<file path="src/hw/ptf_match.sv">
// Packet trace and filter package, plus one comparison value slot.
// Assumes a single core clock and synchronous active-low reset.

package ptf_pkg;
    localparam int NVAL = 4;
    localparam int CMP_BITS = 160;
    localparam int WORD_BITS = 32;
    localparam int NWORDS = 5;
    localparam int NPORTS = 16;
    localparam int PORT_W = 4;
    localparam int IDX_W = 2;
    localparam int WSEL_W = 3;
    localparam int LEN_W = 9;
    localparam logic [LEN_W-1:0] MAX_PKT_BYTES = 9'h114;
    localparam logic [WORD_BITS-1:0] CNT_MAX = 32'hFFFFFFFF;
    localparam logic [WORD_BITS-1:0] CNT_ONE = 32'h00000001;
    localparam logic [WORD_BITS-1:0] CNT_ZERO = 32'h00000000;
    localparam logic [CMP_BITS-1:0] CMP_ZERO = '0;
    localparam logic [NPORTS-1:0] PORTS_NONE = 16'h0000;
    localparam logic [NPORTS-1:0] PORT_ONE = 16'h0001;
endpackage

`timescale 1ns/10ps

module ptf_match (
    // Clock and reset
    input wire logic clk,
    input wire logic rst_n,
    // Value and mask write
    input wire logic wr_en,
    input wire logic wr_mask,
    input wire logic [ptf_pkg::WSEL_W-1:0] wr_word,
    input wire logic [ptf_pkg::WORD_BITS-1:0] wr_data,
    // Packet head
    input wire logic [ptf_pkg::CMP_BITS-1:0] hdr_bits,
    output logic hit,
    // Counters
    input wire logic inc_trace,
    input wire logic inc_filter,
    input wire logic rd_trace,
    input wire logic rd_filter,
    output logic [ptf_pkg::WORD_BITS-1:0] trace_cnt,
    output logic [ptf_pkg::WORD_BITS-1:0] filter_cnt
);
    logic [ptf_pkg::CMP_BITS-1:0] value;
    logic [ptf_pkg::CMP_BITS-1:0] mask;

    // Live update of one 32-bit word
    always_ff @(posedge clk) begin
        if (!rst_n) begin
            value <= ptf_pkg::CMP_ZERO;
            mask <= ptf_pkg::CMP_ZERO;
        end else if (wr_en) begin
            for (int w = 0; w < ptf_pkg::NWORDS; w++) begin
                if (wr_word == 3'(w)) begin
                    if (wr_mask) begin
                        mask[w*ptf_pkg::WORD_BITS +: ptf_pkg::WORD_BITS] <= wr_data;
                    end else begin
                        value[w*ptf_pkg::WORD_BITS +: ptf_pkg::WORD_BITS] <= wr_data;
                    end
                end
            end
        end
    end

    // Zero mask bit is don't care
    always_ff @(posedge clk) begin
        if (!rst_n) begin
            hit <= 1'b0;
        end else begin
            hit <= ((hdr_bits ^ value) & mask) == ptf_pkg::CMP_ZERO;
        end
    end

    // Saturating, clear on read; an increment in the read cycle leaves the count at one
    always_ff @(posedge clk) begin
        if (!rst_n) begin
            trace_cnt <= ptf_pkg::CNT_ZERO;
        end else if (inc_trace) begin
            trace_cnt <= rd_trace ? ptf_pkg::CNT_ONE :
                (trace_cnt == ptf_pkg::CNT_MAX ? trace_cnt : trace_cnt + ptf_pkg::CNT_ONE);
        end else if (rd_trace) begin
            trace_cnt <= ptf_pkg::CNT_ZERO;
        end
    end

    always_ff @(posedge clk) begin
        if (!rst_n) begin
            filter_cnt <= ptf_pkg::CNT_ZERO;
        end else if (inc_filter) begin
            filter_cnt <= rd_filter ? ptf_pkg::CNT_ONE :
                (filter_cnt == ptf_pkg::CNT_MAX ? filter_cnt : filter_cnt + ptf_pkg::CNT_ONE);
        end else if (rd_filter) begin
            filter_cnt <= ptf_pkg::CNT_ZERO;
        end
    end
endmodule

</file>
<file path="src/hw/ptf_top.sv">
// Per-port trace and filter decision for one switch ingress port.
// Assumes header descriptors and config come from same-clock switch logic.

`timescale 1ns/10ps

module ptf_top (
    // Clock and reset
    input wire logic clk,
    input wire logic rst_n,
    // Global switch control
    input wire logic trace_global_en,
    input wire logic [ptf_pkg::PORT_W-1:0] trace_port_sel,
    input wire logic trace_only_mode,
    // Port operation control
    input wire logic [ptf_pkg::PORT_W-1:0] port_id,
    input wire logic port_trace_en,
    input wire logic [ptf_pkg::NVAL-1:0] val_trace_en,
    input wire logic [ptf_pkg::NVAL-1:0] val_filter_en,
    input wire logic port_write_en,
    // Comparison value and mask write
    input wire logic cfg_wr,
    input wire logic cfg_bcast,
    input wire logic [ptf_pkg::PORT_W-1:0] cfg_port,
    input wire logic cfg_mask,
    input wire logic [ptf_pkg::IDX_W-1:0] cfg_idx,
    input wire logic [ptf_pkg::WSEL_W-1:0] cfg_word,
    input wire logic [ptf_pkg::WORD_BITS-1:0] cfg_wdata,
    // Received packet head
    input wire logic hdr_valid,
    input wire logic [ptf_pkg::CMP_BITS-1:0] hdr_bits,
    input wire logic [ptf_pkg::LEN_W-1:0] hdr_len,
    input wire logic hdr_crc_err,
    input wire logic hdr_from_maint,
    input wire logic hdr_is_maint,
    input wire logic hdr_hop_zero,
    input wire logic hdr_no_route,
    input wire logic hdr_mcast,
    input wire logic [ptf_pkg::PORT_W-1:0] hdr_route_port,
    input wire logic [ptf_pkg::NPORTS-1:0] hdr_mcast_ports,
    // Trace output port buffer state
    input wire logic trace_room,
    // Forwarding decision
    output logic dec_valid,
    output logic [ptf_pkg::NPORTS-1:0] dec_ports,
    output logic dec_nack,
    output logic dec_drop,
    output logic dec_local,
    output logic dec_traced,
    output logic pw_req,
    // Counter read
    input wire logic cnt_rd,
    input wire logic cnt_filter,
    input wire logic [ptf_pkg::IDX_W-1:0] cnt_idx,
    output logic cnt_rvalid,
    output logic [ptf_pkg::WORD_BITS-1:0] cnt_rdata
);
    logic v1;
    logic phys1;
    logic from_maint1;
    logic is_maint1;
    logic hop_zero1;
    logic no_route1;
    logic mcast1;
    logic [ptf_pkg::PORT_W-1:0] route_port1;
    logic [ptf_pkg::NPORTS-1:0] mcast_ports1;
    logic [ptf_pkg::NVAL-1:0] hit;
    logic [ptf_pkg::NVAL-1:0] inc_trace;
    logic [ptf_pkg::NVAL-1:0] inc_filter;
    logic [ptf_pkg::NVAL-1:0] rd_trace;
    logic [ptf_pkg::NVAL-1:0] rd_filter;
    logic [ptf_pkg::WORD_BITS-1:0] trace_cnt [ptf_pkg::NVAL];
    logic [ptf_pkg::WORD_BITS-1:0] filter_cnt [ptf_pkg::NVAL];
    logic wr_here;
    logic trace_hit;
    logic filter_hit;
    logic next_nack;
    logic [ptf_pkg::NPORTS-1:0] trace_sel;
    logic [ptf_pkg::NPORTS-1:0] normal_ports;
    logic [ptf_pkg::NPORTS-1:0] next_ports;
    logic [ptf_pkg::NPORTS-1:0] trace_sel_q;

    // Broadcast write reaches every port at once
    assign wr_here = cfg_wr && (cfg_bcast || cfg_port == port_id);

    // Descriptor stage, aligned with the registered compare
    always_ff @(posedge clk) begin
        if (!rst_n) begin
            v1 <= 1'b0;
            phys1 <= 1'b0;
            from_maint1 <= 1'b0;
            is_maint1 <= 1'b0;
            hop_zero1 <= 1'b0;
            no_route1 <= 1'b0;
            mcast1 <= 1'b0;
            route_port1 <= '0;
            mcast_ports1 <= ptf_pkg::PORTS_NONE;
        end else begin
            v1 <= hdr_valid;
            phys1 <= hdr_crc_err || hdr_len > ptf_pkg::MAX_PKT_BYTES;
            from_maint1 <= hdr_from_maint;
            is_maint1 <= hdr_is_maint;
            hop_zero1 <= hdr_hop_zero;
            no_route1 <= hdr_no_route;
            mcast1 <= hdr_mcast;
            route_port1 <= hdr_route_port;
            mcast_ports1 <= hdr_mcast_ports;
        end
    end

    // One compare slot per comparison value
    genvar gi;
    generate
        for (gi = 0; gi < ptf_pkg::NVAL; gi++) begin : g_val
            assign rd_trace[gi] = cnt_rd && !cnt_filter && cnt_idx == 2'(gi);
            assign rd_filter[gi] = cnt_rd && cnt_filter && cnt_idx == 2'(gi);
            ptf_match u_match (
                .clk(clk),
                .rst_n(rst_n),
                .wr_en(wr_here && cfg_idx == 2'(gi)),
                .wr_mask(cfg_mask),
                .wr_word(cfg_word),
                .wr_data(cfg_wdata),
                .hdr_bits(hdr_bits),
                .hit(hit[gi]),
                .inc_trace(inc_trace[gi]),
                .inc_filter(inc_filter[gi]),
                .rd_trace(rd_trace[gi]),
                .rd_filter(rd_filter[gi]),
                .trace_cnt(trace_cnt[gi]),
                .filter_cnt(filter_cnt[gi])
            );
        end
    endgenerate

    // Routing decision from the packet head, the trace and filter settings and trace_room
    always_comb begin
        trace_sel = trace_global_en ? (ptf_pkg::PORT_ONE << trace_port_sel) : ptf_pkg::PORTS_NONE;
        // Logical errors do not block tracing; physical ones do
        trace_hit = trace_global_en && port_trace_en && |(hit & val_trace_en) && !phys1;
        filter_hit = |(hit & val_filter_en);
        if (no_route1) begin
            normal_ports = ptf_pkg::PORTS_NONE;
        end else if (mcast1) begin
            normal_ports = mcast_ports1;
        end else begin
            normal_ports = ptf_pkg::PORT_ONE << route_port1;
        end
        if (trace_global_en && trace_only_mode && !trace_hit && !from_maint1) begin
            normal_ports = normal_ports & ~trace_sel;
        end
        if (trace_only_mode && |val_filter_en && !filter_hit && !trace_hit && !from_maint1) begin
            normal_ports = ptf_pkg::PORTS_NONE;
        end
        if (filter_hit) begin
            normal_ports = ptf_pkg::PORTS_NONE;
        end
        next_nack = trace_hit && !trace_room;
        if (next_nack) begin
            next_ports = ptf_pkg::PORTS_NONE;
        end else if (trace_hit) begin
            next_ports = normal_ports | trace_sel;
        end else begin
            next_ports = normal_ports;
        end
    end

    // A matching value counts once per accepted packet, only in the counter it is enabled for; trace counts also need trace_hit
    always_comb begin
        for (int i = 0; i < ptf_pkg::NVAL; i++) begin
            inc_trace[i] = v1 && trace_hit && !next_nack && hit[i] && val_trace_en[i];
            inc_filter[i] = v1 && filter_hit && !next_nack && hit[i] && val_filter_en[i];
        end
    end

    // Decision register; the output port queues it like any packet
    always_ff @(posedge clk) begin
        if (!rst_n) begin
            dec_valid <= 1'b0;
            dec_ports <= ptf_pkg::PORTS_NONE;
            dec_nack <= 1'b0;
            dec_drop <= 1'b0;
            dec_local <= 1'b0;
            dec_traced <= 1'b0;
            trace_sel_q <= ptf_pkg::PORTS_NONE;
        end else begin
            dec_valid <= v1;
            dec_ports <= v1 ? next_ports : ptf_pkg::PORTS_NONE;
            dec_nack <= v1 && next_nack;
            dec_drop <= v1 && !next_nack && next_ports == ptf_pkg::PORTS_NONE;
            dec_local <= v1 && is_maint1 && hop_zero1 && !filter_hit && !phys1 && !next_nack;
            dec_traced <= v1 && trace_hit && !next_nack;
            trace_sel_q <= trace_sel;
        end
    end

    // Port-write request on a traced packet
    always_ff @(posedge clk) begin
        if (!rst_n) begin
            pw_req <= 1'b0;
        end else begin
            pw_req <= v1 && trace_hit && !next_nack && port_write_en;
        end
    end

    // Counter read returns the value before the clear
    always_ff @(posedge clk) begin
        if (!rst_n) begin
            cnt_rvalid <= 1'b0;
            cnt_rdata <= ptf_pkg::CNT_ZERO;
        end else begin
            cnt_rvalid <= cnt_rd;
            if (cnt_rd) begin
                cnt_rdata <= cnt_filter ? filter_cnt[cnt_idx] : trace_cnt[cnt_idx];
            end
        end
    end
endmodule

</file>
<file path="config.mk">
export PLATFORM = sky130hd
export DESIGN_NAME = ptf_top
export DESIGN_NICKNAME = d
export VERILOG_FILES = /design/src/hw/ptf_match.sv /design/src/hw/ptf_top.sv
export SDC_FILE = /design/constraint.sdc
export NUM_CORES = 2
export LEC_CHECK = 0
export ABC_CLOCK_PERIOD_IN_PS = 3120
export BUFFER_PORTS_ARGS = -buffer_cell sky130_fd_sc_hd__buf_2
export CORE_MARGIN = 2
export CORE_UTILIZATION = 55
export DETAILED_ROUTE_END_ITERATION = 7
export PLACE_DENSITY = 0.72
export RECOVER_POWER = 25
export SYNTH_ARGS = -nofsm -noshare
export SYNTH_HDL_FRONTEND = slang
export SYNTH_SLANG_ARGS = --single-unit
</file>
<file path="constraint.sdc">
create_clock -name clk -period 3.12 [get_ports clk]
set_clock_uncertainty 0.2 [all_clocks]
set_input_delay 0.624 -clock clk [delete_from_list [all_inputs] [get_ports clk]]
set_output_delay 0.624 -clock clk [all_outputs]
set_load 0.02 [all_outputs]
</file>
# Word-level counts from Yosys, hierarchy flattened
# Index checks and enable logic that the tools add are counted.
dict set report op_classes {
  add_sub_neg 8
  n_lt_le_gt_ge 2
  eq_ne 27
  n_shift 2
  mux 47
  bitwise_logic 15
  n_reduce_logical 132
}
# cell n
set ops {}
lappend ops {{$mux W32} 37}
lappend ops {{$and A160 B160 Y160} 4}
lappend ops {{$logic_not A160 Y1} 4}
lappend ops {{$xor A160 B160 Y160} 4}
lappend ops {{$add A32 B1 Y32 const B} 8}
lappend ops {{$eq A32 B32 Y1 const B} 8}
lappend ops {{$bmux W32 S2} 2}
lappend ops {{$mux W16} 8}
lappend ops {{$reduce_and A3 Y1} 40}
lappend ops {{$logic_and A1 B1 Y1} 55}
lappend ops {{$shl A1 B4 Y16 const A} 2}
lappend ops {{$reduce_and A2 Y1} 9}
lappend ops {{$and A16 B16 Y16} 1}
lappend ops {{$logic_not A16 Y1} 1}
lappend ops {{$ne A2 B1 Y1 const B} 8}
lappend ops {{$not A16 Y16} 1}
lappend ops {{$or A16 B16 Y16} 1}
lappend ops {{$reduce_bool A2 Y1} 8}
lappend ops {{$reduce_or A4 Y1} 3}
lappend ops {{$gt A9 B9 Y1 const B} 1}
lappend ops {{$and A4 B4 Y4} 2}
lappend ops {{$eq A2 B2 Y1 const B} 4}
lappend ops {{$logic_not A1 Y1} 7}
lappend ops {{$eq A3 B2 Y1 const B} 2}
lappend ops {{other kinds (10)} 13}
dict set report totals {
  register_bits 1622
  input_bits 267
  out_inout_bits 55
  wordCells 303
}

# Logic depth before layout (Yosys ltp)
dict set report logic_depth {
  depth_word 15
  ltp_mapped 9
  ltp_nobuf 7
}

# Cells and area by module
# From an unflattened synthesis, not the netlist that was laid out.
dict set report hier_totals {
  cells_unflattened 8773
  area_unflattened_um2 74545.2
}
# mod instances cells_each area_each_um2 seq_area_each_um2
set by_module_without_submodules {}
lappend by_module_without_submodules {{ptf_match (g_val[0].u_match ...)} 2 2062 17252.8 7707.4}
lappend by_module_without_submodules {{ptf_match (g_val[2].u_match ...)} 2 2050 17162.7 7707.4}
lappend by_module_without_submodules {ptf_top 1 549 5714.2 1641.6}

# Worst setup path after synthesis
# OpenSTA, ideal clock, no wires.
dict set report synth_timing {
  kind {in2reg}
  startpoint {in cnt_idx[0] (netlist bit)}
  endpoint {reg cnt_rdata[27] (netlist bit)}
  setup_ps 116
  t_arrival_ps 2479
  required_ps 2804
  setup_slack_ps 325
  stages 7
  path_buffers 3
  path_cell_list {clkbuf_1 clkbuf_1 buf_2 mux4_2 mux2i_1 nand2_1 o211a_1}
}
dict set report synth_via {
  elab_chain_cells 5
  word_cells_on_any_way 8
  classes_between {mux: 7; bitwise: 1}
}
# item line
set synth_rtl {}
lappend synth_rtl {{from (decl)} ptf_top.sv:53} ;# input wire logic [ptf_pkg::IDX_W-1:0] cnt_idx,
lappend synth_rtl {{$not A2 Y3 (not written as such) *} ptf_top.sv:213} ;# cnt_rdata <= cnt_filter ? filter_cnt[cnt_idx] : trace_cnt[cnt_idx];
lappend synth_rtl {{$bmux W32 S2} ptf_top.sv:213}
lappend synth_rtl {{$mux W32 (not written as such) (2 in a row)} ptf_top.sv:213}
lappend synth_rtl {{$mux W32 *} ptf_top.sv:213}
lappend synth_rtl {{to (signal assigned)} ptf_top.sv:209} ;# cnt_rdata <= ptf_pkg::CNT_ZERO;
lappend synth_rtl {{to (signal assigned)} ptf_top.sv:213}
lappend synth_rtl {{to (decl)} ptf_top.sv:55} ;# output logic [ptf_pkg::WORD_BITS-1:0] cnt_rdata
# Every way passes the cells marked *; elsewhere a longest branch is shown, timed or not. The select of a mux whose other input is x is not followed.
# A chain may end at the register's enable or synchronous reset.

# Final worst setup path
dict set report layout_timing {
  startpoint {reg g_val[3].u_match.value[100] (netlist bit)}
  endpoint {reg g_val[3].u_match.hit}
}
dict set report layout_via {
  elab_chain_cells 3
}
# item line
set layout_rtl {}
lappend layout_rtl {{from (decl)} ptf_match.sv:45} ;# logic [ptf_pkg::CMP_BITS-1:0] value;
lappend layout_rtl {{from (signal assigned)} ptf_match.sv:51} ;# value <= ptf_pkg::CMP_ZERO;
lappend layout_rtl {{from (signal, indexed assignment)} ptf_match.sv:59} ;# value[w*ptf_pkg::WORD_BITS +: ptf_pkg::WORD_BITS] <= wr_data;
lappend layout_rtl {{$xor A160 B160 Y160} ptf_match.sv:71} ;# hit <= ((hdr_bits ^ value) & mask) == ptf_pkg::CMP_ZERO;
lappend layout_rtl {{$and A160 B160 Y160} ptf_match.sv:71}
lappend layout_rtl {{$logic_not A160 Y1} ptf_match.sv:71}
lappend layout_rtl {{to (signal assigned)} ptf_match.sv:71}
lappend layout_rtl {{to (decl)} ptf_match.sv:36} ;# output logic hit,
# Every way passes these cells.

==> metrics.yaml <==
finalWorstSetupSlack_ps: -77.3
post_synth_edffs: 0
drcViolationCount: 1
clock_insertion_delay_worst_skew_ps: 840
synth.yosys.warnings: 0
clock-root-buffer: "sky130_fd_sc_hd__clkbuf_16"
post_route_cells_drive_above_1_share_pct: 12.5
final_hold_viol_count: 0
grt_pass1_vias: 66700
timing_worst_setup_path_type: "reg -> reg"
clock_tree.buffer_depth: 3
fp.dieW_um: 372
cts.clk_slew.worst_paths_ps: 60
grt_max_degree: 189
most-common-layout-cells: "sky130_fd_sc_hd__nand2_1 (2,770), sky130_fd_sc_hd__dfxtp_1 (1,622), sky130_fd_sc_hd__a21boi_0 (1,280), sky130_fd_sc_hd__xor2_1 (679), sky130_fd_sc_hd__buf_2 (319)"
postSynth.asyncResetShare_pct: 0
crit_chain: "xor2_1, a22o_1, a221oi_1, nand4_1, nor4_1, and3_1"
synth_fp_nets: 9190
place_worst_setup_slack_ps: -417
hpwl_um: 232000
routedWlPerCell_um: 31.9
fillerInstances: 11400
ctsResizeCount: 0
critical_path_launch_point_type: "register"
yosys.cell_types.count: 76
ys_seq_area_share_pct: 43.5
timing_worst_slew_pin_value_ps: 1660
syn2layout_area_growth_pct: 15.9
htree_num_levels: 4
numCtsBuffers: 171
arrival_time_at_the_worst_endpoint_ps: 3760
globalRoute.totalOverflow: 0
netlist_instances: 8915
grt_first_pass_wirelength_um: 493000
crit_path_max_delay_cell_type: "sky130_fd_sc_hd__nor4_1"
worstPathBufferInverterCount: 0
worst_slew_slack_as_a_fraction_of_its_limit_pct: -11.2
instances_no_fill: 11100
class_of_the_tightest_hold_or_removal_check: "in -> reg"
required_ps: 3680
ratio_of_final_minimum_period_to_clock_period_pct: 102
final_common_cell: "sky130_fd_sc_hd__nand2_1"
violations_in_the_final_reports: "DRC, capacitance limit, slew limit, setup timing"
antenna_found_initial: 38
run_status: "finished, violations left"
initial_util_pct: 55.3
fp-row-count: 135
ir_worst_vdd_mv: 0.476
tritoncts_clock_tree: "built"
die_h_um: 372
numClockSinks: 1622
synthesis.area_per_instance_um2: 8.37
totalWireLength_um: 355000
postSynth.topFlopCell: "sky130_fd_sc_hd__dfxtp_1"
power_density_nw_per_um2: 525
total_area_of_multi_input_combinational_cells_um2: 39800
crit_family: "simple AND/OR/NAND/NOR gates"
area_inside_the_core_boundary_um2: 135000
unrepaired_setup_endpoints_after_global_routing: "no"
timing.critical_path.fanout_max: 2
detailroute.via_count: 72900
num-nets-final: 9467
drt-initial-drc-count: 11100
place.gp.congestion: 1.03
sequential_cell_area_um2: 32500
detail-route-antenna-nets: 0
dpl.cell_count: 10800
setup_violations: 2
timing.final.crit_period_ps: 3200
ioPinCount: 322
all_layer_global_routing_usage_pct: 50.1
floorplan.die_area_um2: 139000
io_buffer_count: 321
drt_pre_antenna_iters: 6
final_max_slew_viol_count: 231
power.static_leakage_nw: 31.5
netlist_area_um2: 74600
routed_via_count_divided_by_cell_count: 6.55
setup.worst_path.end_class: "register"
cpPeakStageDelay_ps: 850
maxCapViolations: 2
synth_seq_cells: 1622
timing.fmax_mhz: 313
-- metrics by stage --
stage | utilization (%) | hold slack [ps] | instance area, um^2 | TNS (ps) | total power [W]
3_5_place_dp | 59.7 | 256 | 80600 | -645 | 0.0244
6_report | 64.0 | 73.7 | 86400 | -112 | 0.0453
2_1_floorplan | - | 201 | 74600 | 0 | 0.0226
3_3_place_gp | 59.7 | 248 | 80600 | -558 | 0.0244
5_1_grt | 64.0 | 76.7 | 86400 | 0 | 0.0460
4_1_cts | 64.2 | 27.1 | 86700 | 0 | 0.0450
-- layer usage --
metal / GRT usage, % / wire length (um) / up-vias
li1: - / - / 30700
met2: 70.2 / 139000 / 5851
met1: 57.2 / 118000 / 34200
met5: 0.490 / 247 / -
met4: 47.4 / 43700 / 30
met3: 20.8 / 55200 / 2056
-- flip-flops by register name, summed over array words and instances (netlist names), 4 cells and up --
register	count
dec_ports	16
cnt_rdata	32
g_val.u_match.value	640
g_val.u_match.filter_cnt	128
mcast_ports1	16
route_port1	4
g_val.u_match.mask	640
g_val.u_match.trace_cnt	128
g_val.u_match.hit	4
-- power by group --
| part | internal (W) | switching, W | total, W | leakage (nW) |
|---|---|---|---|---|
| clock network | 0.0121 | 0.00905 | 0.0211 | 2.86 |
| logic | 0.000951 | 0.00240 | 0.00336 | 15.6 |
| registers | 0.0208 | 0.0000857 | 0.0209 | 13.1 |
| total | 0.0338 | 0.0115 | 0.0453 | 31.5 |
-- cells in the mapped netlist (all sizes together), types with 34 or more instances --
cell | instances | share of area, %
xnor2 | 123 | 1.4
o21ai | 55 | 0.37
nor3 | 86 | 0.58
nor4 | 79 | 0.72
a21oi | 83 | 0.56
nand4 | 125 | 1.0
xor2 | 679 | 8.0
clkbuf | 640 | 3.2
a22oi | 34 | 0.34
a22o | 142 | 1.7
a21boi | 1280 | 13
nand3 | 126 | 0.85
and2 | 60 | 0.50
mux2i | 41 | 0.55
dfxtp | 1622 | 44
or3 | 51 | 0.43
nand2 | 2795 | 14
o211a | 34 | 0.46
a221oi | 141 | 1.7
mux4 | 64 | 1.9
and3 | 51 | 0.43
nor2 | 264 | 1.3
and4 | 43 | 0.50
-- final cells by class --
class / instances / share of cell area, %
Multi-Input combinational cell: 6607 / 46.1
Sequential cell: 1622 / 37.6
Timing Repair Buffer: 762 / 6.93
Clock buffer: 253 / 5.98
Tap cell: 1781 / 2.58
Clock inverter: 58 / 0.709
Inverter: 28 / 0.122
Antenna cell: 21 / 0.0608
-- worst paths after layout --
path                                                          startpoint                                 endpoint  slack, ps  cells after the start
worst max register to register  g_val[3].u_match.value[100]$_SDFFE_PN0P_          g_val[3].u_match.hit$_SDFF_PN0_        -80                      6
worst min register to register    g_val[3].u_match.mask[25]$_SDFFE_PN0P_   g_val[3].u_match.mask[25]$_SDFFE_PN0P_        260                      2
worst min-delay path                                       cfg_wdata[15]  g_val[1].u_match.value[15]$_SDFFE_PN0P_         70                      3
worst max-delay path            g_val[3].u_match.value[100]$_SDFFE_PN0P_          g_val[3].u_match.hit$_SDFF_PN0_        -80                      6
-- kinds of logic after synthesis --
| group | synth area share (%) |
|---|---|
| AO/OA/AOI/OAI | 19.4 |
| XOR/XNOR | 9.42 |
| adder cells (fa/ha/maj) | 0.134 |
| buffers and inverters | 3.48 |
| flip-flops | 43.5 |
| multiplexers | 2.50 |
| AND/OR/NAND/NOR | 21.5 |
-- timing repair --
| action | in CTS | in global routing |
|---|---|---|
| setup buffers | 0 | 0 |
| endpoints found under the hold margin | 32 | 0 |
| hold buffers | 32 | 0 |
-- worst register-to-register path: cells and delay by family (launching register included) --
kind | cells | cell delay [ps]
compound gates | 2 | 1140
flops | 1 | 320
simple gates | 3 | 1240
xor+xnor | 1 | 240
Power figures use the tool's default switching activity.
